<file path="config.mk">
export PLATFORM = sky130hd
export DESIGN_NAME = ccdt_readout
export DESIGN_NICKNAME = d
export VERILOG_FILES = /design/src/logic/ccdt_pkg.sv /design/src/logic/ccdt_pos_if.sv /design/src/logic/ccdt_readout.sv /design/src/logic/ccdt_classify.sv
export SDC_FILE = /design/constraint.sdc
export NUM_CORES = 1
export LEC_CHECK = 0
export BUFFER_PORTS_ARGS = -buffer_cell sky130_fd_sc_hd__buf_2
export CAP_MARGIN = 40
export CORE_MARGIN = 4
export CORE_UTILIZATION = 57
export DETAILED_ROUTE_END_ITERATION = 16
export GPL_ROUTABILITY_DRIVEN = 1
export PLACE_DENSITY_LB_ADDON = 0.3
export RECOVER_POWER = 100
export SYNTH_ARGS = -nofsm -noshare
export SYNTH_HDL_FRONTEND = slang
export SYNTH_SLANG_ARGS = --single-unit
</file>
<file path="constraint.sdc">
create_clock -name i_clk -period 2.8 [get_ports i_clk]
set_input_delay 0.28 -clock i_clk [delete_from_list [all_inputs] [get_ports i_clk]]
set_output_delay 0.28 -clock i_clk [all_outputs]
set_load 0.02 [all_outputs]
</file>
<file path="src/logic/ccdt_pkg.sv">
// ccdt_pkg: frame geometry and phase timing for the ccd readout controller
// assumes the 125 MHz system clock; timing counts are in clock cycles
package ccdt_pkg;
  // full readout array
  localparam int TOTAL_COLS      = 4641;
  localparam int TOTAL_LINES     = 3695;
  // effective region, buffer pixels included
  localparam int EFF_COLS        = 4540;
  localparam int EFF_LINES       = 3640;
  // active image region
  localparam int ACT_COLS        = 4500;
  localparam int ACT_LINES       = 3600;
  // leading extra shift phases in the horizontal register
  localparam int DUMMY_COLS      = 20;
  // leading shielded pixels of each line
  localparam int DARK_COLS       = 36;
  // shielded lines at frame start and end
  localparam int DARK_LINES_HEAD = 30;
  localparam int DARK_LINES_TAIL = 23;
  // unshielded buffer pixels around the active area
  localparam int BUF_PIX         = 20;
  // blue-filtered pixels at the start of the leading buffer columns
  localparam int BLUE_LEAD       = 4;
  // pixel region codes
  localparam logic [2:0] REG_DUMMY  = 3'h0;
  localparam logic [2:0] REG_DARK   = 3'h1;
  localparam logic [2:0] REG_BUFFER = 3'h2;
  localparam logic [2:0] REG_ACTIVE = 3'h3;
  localparam logic [2:0] REG_TRAIL  = 3'h4;
  // phase timing in clock cycles (plain defaults, no figure printed)
  localparam int HALF_PIX_CYC    = 3;
  localparam int VPHASE_CYC      = 16;
  localparam int RG_CYC          = 1;
  // sample strobe position within a pixel
  localparam int SAMPLE_CYC      = 2;
  // controller states
  typedef enum logic [2:0] {
    CCDT_IDLE, CCDT_EXPOSE, CCDT_V1, CCDT_V2, CCDT_V2FALL, CCDT_HSHIFT
  } ccdt_state_t;
endpackage : ccdt_pkg

</file>
<file path="src/logic/ccdt_pos_if.sv">
// ccdt_pos_if: pixel position and region classification carrier
// assumes one clock domain shared by producer and consumer
`timescale 1ns/1ns
`default_nettype none
interface ccdt_pos_if;
  logic [12:0] col;      // pixel column within the line
  logic [11:0] line;     // line within the frame
  logic [2:0]  region;   // region code of the pixel
  logic        dark_ref; // usable as dark reference
  logic [1:0]  color;    // filter: 0 r, 1 gr, 2 gb, 3 b
  modport src (output region, dark_ref, color, input col, line);
  modport dst (input region, dark_ref, color, output col, line);
endinterface : ccdt_pos_if
`default_nettype wire

</file>
<file path="src/logic/ccdt_readout.sv">
// ccdt_readout: timing generator that exposes and reads a full frame ccd
// assumes the sensor phases are level shifted off chip; one clock domain
// Summary of operation
// - vertical phases held low during exposure
// - line transfer on v2 fall, h1 high
// - h1 and h2 toggle complementary per pixel
// - reset gate pulses after each sample
`timescale 1ns/1ns
`default_nettype none
module ccdt_readout
  import ccdt_pkg::*;
#(
  parameter int COLS  = TOTAL_COLS,
  parameter int LINES = TOTAL_LINES
) (
  // clock and reset
  input  wire logic        i_clk,
  input  wire logic        i_rst_b,
  // frame control
  input  wire logic        i_start,
  input  wire logic        i_expose_end,
  output logic             o_busy,
  output logic             o_frame_done,
  // sensor phases
  output logic             o_vertical_phase_one,
  output logic             o_vertical_phase_two,
  output logic             o_horizontal_phase_one,
  output logic             o_horizontal_phase_two,
  output logic             o_last_horizontal_phase,
  output logic             o_reset_gate_clock,
  // sampling front end
  output logic             o_sample,
  output logic [12:0]      o_col,
  output logic [11:0]      o_line,
  output logic [2:0]       o_region,
  output logic             o_dark_ref,
  output logic [1:0]       o_color
);
  ccdt_state_t state;      // sequencer state
  logic [4:0]  tcnt;       // phase timer
  logic [12:0] col;        // pixel counter
  logic [11:0] line;       // line counter
  logic        hph;        // 0 first half of pixel, 1 second half
  logic        exp_sync1;  // exposure end synchroniser stages
  logic        exp_sync2;
  logic        start_s1;   // start synchroniser stages
  logic        start_s2;
  ccdt_pos_if  pos ();

  // pin inputs cross two flops before use
  always_ff @(posedge i_clk) begin
    if (!i_rst_b) begin
      exp_sync1 <= 1'b0;
      exp_sync2 <= 1'b0;
      start_s1  <= 1'b0;
      start_s2  <= 1'b0;
    end else begin
      exp_sync1 <= i_expose_end;
      exp_sync2 <= exp_sync1;
      start_s1  <= i_start;
      start_s2  <= start_s1;
    end
  end

  // sequencer: expose, vertical transfer, horizontal shift
  always_ff @(posedge i_clk) begin
    if (!i_rst_b) begin
      state <= CCDT_IDLE;
      tcnt  <= 5'h0;
      col   <= 13'h0;
      line  <= 12'h0;
      hph   <= 1'b0;
    end else begin
      unique case (state)
        CCDT_IDLE: begin
          if (start_s2) begin
            state <= CCDT_EXPOSE;
            line  <= 12'h0;
          end
        end
        CCDT_EXPOSE: begin
          if (exp_sync2) begin
            state <= CCDT_V1;              // vertical transfer starts: v1 goes high
            tcnt  <= 5'h0;
          end
        end
        CCDT_V1: begin
          tcnt <= tcnt + 5'h1;
          if (int'(tcnt) == VPHASE_CYC - 1) begin
            state <= CCDT_V2;
            tcnt  <= 5'h0;
          end
        end
        CCDT_V2: begin
          tcnt <= tcnt + 5'h1;
          if (int'(tcnt) == VPHASE_CYC - 1) begin
            state <= CCDT_V2FALL;
            tcnt  <= 5'h0;
          end
        end
        CCDT_V2FALL: begin
          // v2 now low: settle before shifting starts
          tcnt <= tcnt + 5'h1;
          if (int'(tcnt) == VPHASE_CYC - 1) begin
            state <= CCDT_HSHIFT;
            tcnt  <= 5'h0;
            col   <= 13'h0;
            hph   <= 1'b0;
          end
        end
        CCDT_HSHIFT: begin
          tcnt <= tcnt + 5'h1;
          if (int'(tcnt) == HALF_PIX_CYC - 1) begin
            tcnt <= 5'h0;
            hph  <= ~hph;
            if (hph) begin
              // whole register shifted before next line
              if (int'(col) == COLS - 1) begin
                col <= 13'h0;
                if (int'(line) == LINES - 1) begin
                  state <= CCDT_IDLE;
                end else begin
                  line  <= line + 12'h1;
                  state <= CCDT_V1;
                end
              end else begin
                col <= col + 13'h1;
              end
            end
          end
        end
        default: state <= CCDT_IDLE;
      endcase
    end
  end

  // phase outputs registered
  always_ff @(posedge i_clk) begin
    if (!i_rst_b) begin
      o_vertical_phase_one    <= 1'b0;
      o_vertical_phase_two    <= 1'b0;
      o_horizontal_phase_one  <= 1'b1;
      o_horizontal_phase_two  <= 1'b0;
      o_last_horizontal_phase <= 1'b1;
    end else begin
      o_vertical_phase_one <= (state == CCDT_V1);
      o_vertical_phase_two <= (state == CCDT_V2);
      if (state == CCDT_HSHIFT) begin
        // complementary h clocks, one pixel per full cycle
        o_horizontal_phase_one  <= ~hph;
        o_horizontal_phase_two  <= hph;
        // last phase falls with h1: packet onto sense node
        o_last_horizontal_phase <= ~hph;
      end else begin
        // h1 held high through vertical transfer
        o_horizontal_phase_one  <= 1'b1;
        o_horizontal_phase_two  <= 1'b0;
        o_last_horizontal_phase <= 1'b1;
      end
    end
  end

  // sample strobe then reset gate, both in the second half pixel
  always_ff @(posedge i_clk) begin
    if (!i_rst_b) begin
      o_sample           <= 1'b0;
      o_reset_gate_clock <= 1'b0;
    end else begin
      o_sample <= (state == CCDT_HSHIFT) && hph &&
                  (int'(tcnt) == SAMPLE_CYC - 1);
      // reset after sample, before the next packet
      o_reset_gate_clock <= (state == CCDT_HSHIFT) && hph &&
                            (int'(tcnt) >= SAMPLE_CYC) &&
                            (int'(tcnt) < SAMPLE_CYC + RG_CYC);
    end
  end

  // pixel position and its classification
  assign pos.col  = col;
  assign pos.line = line;
  ccdt_classify u_class (
    .p (pos.src)
  );

  // position and class registered with the sample
  always_ff @(posedge i_clk) begin
    if (!i_rst_b) begin
      o_col      <= 13'h0;
      o_line     <= 12'h0;
      o_region   <= REG_DUMMY;
      o_dark_ref <= 1'b0;
      o_color    <= 2'h0;
    end else begin
      o_col      <= col;
      o_line     <= line;
      o_region   <= pos.region;
      o_dark_ref <= pos.dark_ref;
      o_color    <= pos.color;
    end
  end

  // status
  always_ff @(posedge i_clk) begin
    if (!i_rst_b) begin
      o_frame_done <= 1'b0;
    end else begin
      o_frame_done <= (state == CCDT_HSHIFT) && hph && (int'(col) == COLS - 1)
                      && (int'(line) == LINES - 1)
                      && (int'(tcnt) == HALF_PIX_CYC - 1);
    end
  end
  assign o_busy = (state != CCDT_IDLE);
endmodule : ccdt_readout
`default_nettype wire

</file>
<file path="src/logic/ccdt_classify.sv">
// ccdt_classify: maps pixel position to region, dark flag and filter
// assumes col and line counted from the first shifted pixel and line
`timescale 1ns/1ns
`default_nettype none
module ccdt_classify
  import ccdt_pkg::*;
(
  // position in, classification out
  ccdt_pos_if.src p
);
  localparam int BUF_START = DUMMY_COLS + DARK_COLS;
  // first active column and first active line
  localparam int ACT_COL0  = BUF_START + BUF_PIX;
  localparam int ACT_ROW0  = DARK_LINES_HEAD + BUF_PIX;
  // region per column and line
  always_comb begin
    p.dark_ref = 1'b0;
    if (int'(p.col) < DUMMY_COLS) begin
      p.region = REG_DUMMY;
    end else if (int'(p.col) < BUF_START) begin
      p.region   = REG_DARK;
      p.dark_ref = 1'b1;
    end else if (int'(p.line) < DARK_LINES_HEAD ||
                 int'(p.line) >= TOTAL_LINES - DARK_LINES_TAIL) begin
      p.region   = REG_DARK;
      p.dark_ref = 1'b1;
    end else if (int'(p.col) >= BUF_START + EFF_COLS ||
                 int'(p.line) >= DARK_LINES_HEAD + EFF_LINES) begin
      // test columns and rows beyond the effective region
      p.region = REG_TRAIL;
    end else if (int'(p.col) < ACT_COL0 ||
                 int'(p.col) >= ACT_COL0 + ACT_COLS ||
                 int'(p.line) < ACT_ROW0 ||
                 int'(p.line) >= ACT_ROW0 + ACT_LINES) begin
      // buffer ring between active area and dark border
      p.region = REG_BUFFER;
    end else begin
      p.region = REG_ACTIVE;
    end
  end
  // filter colour: blue lead then bayer r, gr, gb, b
  always_comb begin
    if (int'(p.col) >= BUF_START && int'(p.col) < BUF_START + BLUE_LEAD) begin
      p.color = 2'h3;
    end else begin
      p.color = {p.line[0], p.col[0] ^ 1'b0};
    end
  end
endmodule : ccdt_classify
`default_nettype wire

</file>
==> results by group, run 1 <==
Status
  • Status: finished, final reports clean

Finish
  • Fin area: 0.003840 mm²
  • Layout net count: 444
  • Area occupied by multi-input gates: 0.001685 mm²
  • Fill count: 480
  • Reg area: 0.001521 mm²
  • Share of layout cells above drive strength 1: 0.08486
  • Non-Filler Instances: 508
  • N_diodes: 0
  • Area Growth Syn to Fin: 11.88%

Synthesis
  • Yosys warning total: 0
  • Cell count after synthesis: 388
  • Cell Area, Synth: 0.003432 mm²
  • Top FF cell, synth: dfxtp_1
  • Mean Syn Cell Area: 8.845 µm²
  • Largest family of logic cells by synthesized area: simple AND/OR/NAND/NOR gates
  • Sequential fraction of the synthesis area: 0.4433
  • Synth Area in Adders: 0.03573
  • Post-synth EDFFs: 0
  • Synth Area in Simple Gates: 0.2782
  • Compound-Gate Fraction of Synth Area: 0.1480
  • Synth Area in XOR/XNOR: 0.02297
  • Post-synth ARST share: 0
  • Yosys cell types: 58
  • Synthesized flop and latch total: 76
  • Mux contribution to synthesized area: 0.002917
  • Syn Nets: 401

CTS
  • Clock buffer depth: 2
  • Post-CTS Hold Buffers: 0
  • Worst-Skew Late Latency: 0.35 ns
  • Total clock sinks: 76
  • Post-CTS Setup Bufs: 0
  • Root Driver: clkbuf_8
  • Num CTS Buffers: 9
  • Post-CTS resize count: 0
  • Reg clk slew, reported paths: 0.08 ns
  • TritonCTS clock tree: built
  • Htree depth: 3

Placed design
  • DPL Wire Length: 5.522 mm
  • Setup WS pre-CTS: 0.1676 ns
  • Post-DP Area: 0.003670 mm²
  • GPL Wtd Cong: 0.9462
  • IO Port Bufs: 43
  • Cells after DPL: 492

Timing
  • Final setup fails: 0
  • Slew HR: 0.4068
  • Worst-Margin Slew: 0.8898 ns
  • Fmax: 0.3806 GHz
  • Tcrit/Tclk final: 0.9385
  • Final Hold Vio Count: 0
  • Hold Slack: 0.1399 ns
  • Clock skew: 0.006816 ns
  • Sum Neg Setup Slack: 0 ns
  • Final min period: 2.628 ns
  • Setup slack after layout: 0.1723 ns
  • Slew Limit Fails: 0

Worst setup path
  • CP startpoint kind: flip-flop
  • CP required: 3.08 ns
  • Critical Path Source: tcnt[0]$_SDFFE_PN0P_
  • Worst path arrival time: 2.91 ns
  • Crit end category: flip-flop
  • Critical-path maximum fanout: 24
  • Worst r2r src: tcnt[0]$_SDFFE_PN0P_
  • Critical path type: flip-flop to flip-flop

Global route
  • Initial antenna violation count: 0
  • Tot GR Track Use: 0.2212
  • Vias in the first global route: 2745
  • First-pass GRT wire length: 13.10 mm
  • Pin count of the biggest net entering global routing: 25
  • Aggregate global routing overflow: 0

Power and ir drop
  • VDD IR max: 321.4 µV
  • Power per Cell Area: 560.9 mW/mm²
  • Leakage power: 1.372 nW

Die
  • DIE AREA: 0.007327 mm²
  • IO Pins: 44
  • Core Region: 0.005675 mm²
  • Die height: 85.60 µm
  • Cell Rows: 27
  • Die Width: 85.60 µm
  • Initial Util: 0.6047

Detailed routing
  • DRT antenna net count: 0
  • Avg WL per Cell: 15.84 µm
  • Residual DRC count: 0
  • Vias per cell: 5.882
  • 1st-iter DRT viols: 199
  • Vias: 2988
  • Post-Route WL: 8.049 mm
  • Router iterations before antenna repair: 4

Hold path
  • Hold Crit Start: i_start
  • Hold WC Path Type: primary input to flip-flop

Flow run
  • Max_cap viols: 0
[metrics by stage]
step                total power, mW    util
finish                        2.154  0.6766
global route                  2.218  0.6766
CTS                           2.159  0.6881
detailed placement            1.206  0.6466
global placement              1.203  0.6466
floorplan                     1.197       -
[power breakdown]
| part | internal [mW] | switching (mW) | total [mW] |
|---|---|---|---|
| registers | 1.09 | 0.0128 | 1.10 |
| logic | 0.0264 | 0.0611 | 0.0875 |
| clock network | 0.572 | 0.396 | 0.968 |
| total | 1.68 | 0.470 | 2.15 |
[final timing paths]
kind,cells after the start,end,slack (ns)
hold reg to reg,1,exp_sync2$_SDFF_PN0_,0.43
setup reg to reg,7,line[6]$_SDFFE_PN0P_,0.17
setup / recovery,7,line[6]$_SDFFE_PN0P_,0.17
hold / removal,2,start_s1$_SDFF_PN0_,0.14
[placed cells by master, fill, tap and decap left out, drive strengths merged, types with 4 or more instances in the layout]
master	n
a211oi	4
a21oi	19
a31oi	7
and2	25
buf	9
clkbuf	59
dfxtp	76
ha	9
inv	19
nand2	30
nand3	18
nand4	5
nor2	34
nor3	13
o21ai	19
o31ai	7
or3	10
or4	11
xnor2	4
xor2	5
[sequential cells by signal, indices dropped and copies added (netlist names), 2 cells and up]
register,flops
tcnt,5
state,3
o_color,2
o_region,3
o_col,13
o_line,12
line,12
col,13
[layer usage]
layer	global-route usage	vias up	wire length [µm]
li1	-	1448	-
met1	0.2775	1406	3444
met2	0.3658	120	3909
met3	0.04707	14	569
met4	0.09640	0	126
met5	0	-	0
[cells by family (layout without fill, tap and decap cells)]
family | count (synthesis) | count (layout)
adders and majority gates | 10 | 10
buffers and inverters | 43 | 91
DFF | 76 | 76
muxes | 1 | 1
AOI/OAI and AO/OA | 78 | 78
xor gates and xnor gates | 9 | 9
and+or+nand+nor | 171 | 171
[synthesized netlist by cell type (all sizes together), types with 2 or more instances]
cell type	n	area, µm²
dfxtp	76	1521
nor2	34	127.6
nand2	30	112.6
and2	25	156.4
a21oi	19	95.09
inv	19	71.32
o21ai	19	95.09
nand3	18	90.09
buf	15	130.1
nor3	13	65.06
or4	11	86.33
or3	10	62.56
clkbuf	9	35.03
ha	9	112.6
a31oi	7	43.79
o31ai	7	52.55
nand4	5	31.28
xor2	5	43.79
a211oi	4	30.03
xnor2	4	35.03
nand3b	3	22.52
nor2b	3	18.77
nor4	3	33.78
o22ai	3	18.77
or4bb	3	35.03
a21boi	2	15.01
a21o	2	15.01
a22oi	2	15.01
and3	2	13.77
and4b	2	20.02
nand2b	2	12.51
nor4b	2	17.52
o21bai	2	15.01
o221a	2	22.52
or4b	2	23.77
[worst max-delay path, stage by stage (launching register included)]
cell and delay (ns):
dfxtp_1 0.36, inv_1 0.09, ha_1 0.18, or4b_4 0.52, nor4_4 0.37, o221ai_4 0.30, or4_1 0.58, a21oi_1 0.15
[layout make-up]
type | instances | share of cell area
Multi-Input combinational cell | 269 | 0.4389
Sequential cell | 76 | 0.3962
Timing Repair Buffer | 56 | 0.06158
Clock buffer | 12 | 0.04301
Tap cell | 72 | 0.02346
Inverter | 19 | 0.01857
Clock inverter | 4 | 0.01825
Note: power is estimated with default switching activity, not from simulation.
==> run 2, diff against run 1 <==
--- a/config.mk
+++ b/config.mk
@@ -7,12 +7,15 @@
 export LEC_CHECK = 0
 export BUFFER_PORTS_ARGS = -buffer_cell sky130_fd_sc_hd__buf_2
 export CAP_MARGIN = 40
+export CORE_ASPECT_RATIO = 0.6
 export CORE_MARGIN = 4
 export CORE_UTILIZATION = 57
 export DETAILED_ROUTE_END_ITERATION = 16
 export GPL_ROUTABILITY_DRIVEN = 1
+export MAX_ROUTING_LAYER = met4
 export PLACE_DENSITY_LB_ADDON = 0.3
 export RECOVER_POWER = 100
+export SETUP_SLACK_MARGIN = 0.3
 export SYNTH_ARGS = -nofsm -noshare
 export SYNTH_HDL_FRONTEND = slang
 export SYNTH_SLANG_ARGS = --single-unit
==> results by group, run 2 (synthesized netlist as in run 1, its figures left out) <==
Status
  • Status: finished, final reports clean (unchanged)

Global route
  • Initial antenna violation count: 0 (unchanged)
  • Aggregate global routing overflow: 0 (unchanged)
  • Tot GR Track Use: 0.2533 (was 0.2212)
  • First-pass GRT wire length: 13.83 mm (was 13.10 mm)
  • Vias in the first global route: 2797 (was 2745)
  • Pin count of the biggest net entering global routing: 20 (was 25)

Power and ir drop
  • Pwr Total: 2.316 mW (was 2.154 mW)
  • Power per Cell Area: 578.6 mW/mm² (was 560.9 mW/mm²)
  • Leakage power: 1.414 nW (was 1.372 nW)
  • Flop pwr share: 0.475 (was 0.510)
  • VDD IR max: 343.9 µV (was 321.4 µV)
  • Switching power: 0.4812 mW (was 0.4697 mW)
  • Clk pwr share: 0.474 (was 0.449)
  • Combinational power share: 0.051 (was 0.041)
  • Switching Share: 0.2078 (was 0.2181)
  • Int Pwr: 1.835 mW (was 1.684 mW)

Worst setup path
  • Critical path type: flip-flop to flip-flop (unchanged)
  • Reg-to-Reg End: line[5]$_SDFFE_PN0P_ (was line[6]$_SDFFE_PN0P_)
  • Crit-path cells: inv_2 -> ha_1 -> or4b_1 -> nor4_1 -> buf_4 -> o221ai_2 -> or4_4 -> a21oi_2 (was inv_1 -> ha_1 -> or4b_4 -> nor4_4 -> o221ai_4 -> or4_1 -> a21oi_1)
  • R2R depth: 8 (was 7)
  • Largest stage delay, worst path: 0.55 ns (was 0.58 ns)
  • Critical-path maximum fanout: 6 (was 24)
  • Crit end category: flip-flop (unchanged)
  • CP max stage cell: or4_4 (was or4_1)
  • Worst r2r src: tcnt[0]$_SDFFE_PN0P_ (unchanged)
  • FF-to-FF setup slack: 0.23 ns (was 0.17 ns)
  • Worst path arrival time: 2.85 ns (was 2.91 ns)
  • CP required: 3.08 ns (about the same)
  • CP startpoint kind: flip-flop (unchanged)

Finish
  • Share of layout cells above drive strength 1: 0.1174 (was 0.08486)
  • Most frequent cells in the layout: 75 x dfxtp_1, 49 x clkbuf_1, 34 x nor2_1 (was 76 x dfxtp_1, 47 x clkbuf_1, 34 x nor2_1)
  • Area Growth Syn to Fin: 16.62% (was 11.88%)
  • Commonest non-fill, non-tap cell in the layout: dfxtp_1 (unchanged)
  • Biggest regs: col: 13 flops, o_col: 13 flops (unchanged)
  • Layout net count: 451 (was 444)
  • N_diodes: 0 (unchanged)

Die
  • DIE AREA: 0.007367 mm² (was 0.007327 mm²)
  • Initial Util: 0.6019 (was 0.6047)
  • Die Width: 108.2 µm (was 85.60 µm)
  • IO Pins: 44 (unchanged)
  • Cell Rows: 21 (was 27)
  • Core Region: 0.005702 mm² (was 0.005675 mm²)
  • Die height: 68.11 µm (was 85.60 µm)

Detailed routing
  • DRT antenna net count: 0 (unchanged)
  • 1st-iter DRT viols: 294 (was 199)
  • Avg WL per Cell: 16.80 µm (was 15.84 µm)
  • Vias per cell: 5.950 (was 5.882)
  • Post-Route WL: 8.784 mm (was 8.049 mm)
  • Residual DRC count: 0 (unchanged)
  • Router iterations before antenna repair: 5 (was 4)
  • Vias: 3112 (was 2988)

CTS
  • Htree depth: 3 (unchanged)
  • TritonCTS clock tree: built (unchanged)
  • Reg clk slew, reported paths: 0.07 ns (was 0.08 ns)
  • Total clock sinks: 76 (unchanged)
  • Num CTS Buffers: 9 (unchanged)
  • Clock buffer depth: 2 (unchanged)
  • Worst-Skew Late Latency: 0.35 ns (about the same)
  • Root Driver: clkbuf_8 (unchanged)
  • Post-CTS Hold Buffers: 0 (unchanged)

Hold path
  • Hold path endpoint: start_s1$_SDFF_PN0_ (unchanged)
  • Hold Crit Start: i_start (unchanged)
  • Hold Path Stages: 2 (unchanged)
  • Hold WC Path Type: primary input to flip-flop (unchanged)

Timing
  • Final min period: 2.566 ns (was 2.628 ns)
  • Final Hold Vio Count: 0 (unchanged)
  • Slew Limit Fails: 0 (unchanged)
  • Sum Neg Setup Slack: 0 ns (unchanged)
  • Tcrit/Tclk final: 0.9164 (was 0.9385)
  • Worst-Margin Slew: 0.7827 ns (was 0.8898 ns)
  • Slew HR: 0.4782 (was 0.4068)
  • Fmax: 0.3897 GHz (was 0.3806 GHz)
  • Clock skew: 0.008573 ns (was 0.006816 ns)
  • Final setup fails: 0 (unchanged)
  • Unrepaired setup endpoints after global routing: yes

Placed design
  • IO Port Bufs: 43 (unchanged)
  • DPL Wire Length: 5.725 mm (was 5.522 mm)
  • GPL Wtd Cong: 0.9920 (was 0.9462)

Flow run
  • Max_cap viols: 0 (unchanged)
## run 2: metal layers
metal | part of all wire | vias to the layer above | track usage
li1 | - | 1480 | -
met1 | 0.46 | 1420 | 0.3366
met2 | 0.42 | 188 | 0.3707
met3 | 0.095 | 24 | 0.06315
met4 | 0.024 | 0 | 0.1071
met5 | 0 | - | -
## run 2: worst max path at each step
stage                             to                 start  slack [ns]  depth (start not counted)
5_1_grt         line[5]$_SDFFE_PN0P_  tcnt[0]$_SDFFE_PN0P_        0.15                          8
2_1_floorplan    col[9]$_SDFFE_PN0P_  tcnt[0]$_SDFFE_PN0P_        0.58                          7
6_report        line[5]$_SDFFE_PN0P_  tcnt[0]$_SDFFE_PN0P_        0.23                          8
3_3_place_gp    line[9]$_SDFFE_PN0P_  tcnt[0]$_SDFFE_PN0P_        0.26                          7
4_1_cts          col[9]$_SDFFE_PN0P_  tcnt[0]$_SDFFE_PN0P_        0.29                          8
3_5_place_dp   line[11]$_SDFFE_PN0P_  tcnt[0]$_SDFFE_PN0P_        0.10                          7
## run 2: power by group through the flow
stage                     logic [mW]  clock network [mW]  registers, mW
after detailed placement      0.0820                   0           1.12
final                          0.118                1.10           1.10
after global routing           0.130                1.15           1.10
after CTS                      0.112                1.11           1.10
after global placement        0.0791                   0           1.12
after floorplan               0.0827                   0           1.11
## run 2: repair_timing
action	4_1_cts	5_1_grt
cloned	2	0
gates resized for setup	4	20
pin swaps	5	10
endpoints found under the setup margin	9	25
setup buffers	7	1
## run 2: through the flow
stage	hold WS (ns)	utilization	worst slack, ns	cells	area, µm²
floorplan	0.4073	-	0.5754	388	3432
global placement	0.4149	0.6401	0.2634	496	3650
detailed placement	0.4177	0.6401	0.1023	496	3650
CTS	0.1280	0.7073	0.2915	521	4033
global route	0.1435	0.7020	0.1502	523	4003
finish	0.1404	0.7020	0.2340	523	4003
## run 2: cell type report
class,count,area (µm²)
well taps,80,100.1
fillers,478,1699
inverters,19,71.32
clock buffers,12,145.1
multi-input cells,271,1765
flip-flops and latches,76,1523
repair buffers,61,277.8
clock inverters,4,120.1
## run 2: worst max-delay path: cells and delay by family, from the launching register on
family                   cells  cell delay (ns)
AND/OR/NAND/NOR              3             1.35
adder cells (fa/ha/maj)      1             0.17
buffers and inverters        2             0.28
AO/OA/AOI/OAI                2             0.32
flip-flops                   1             0.37
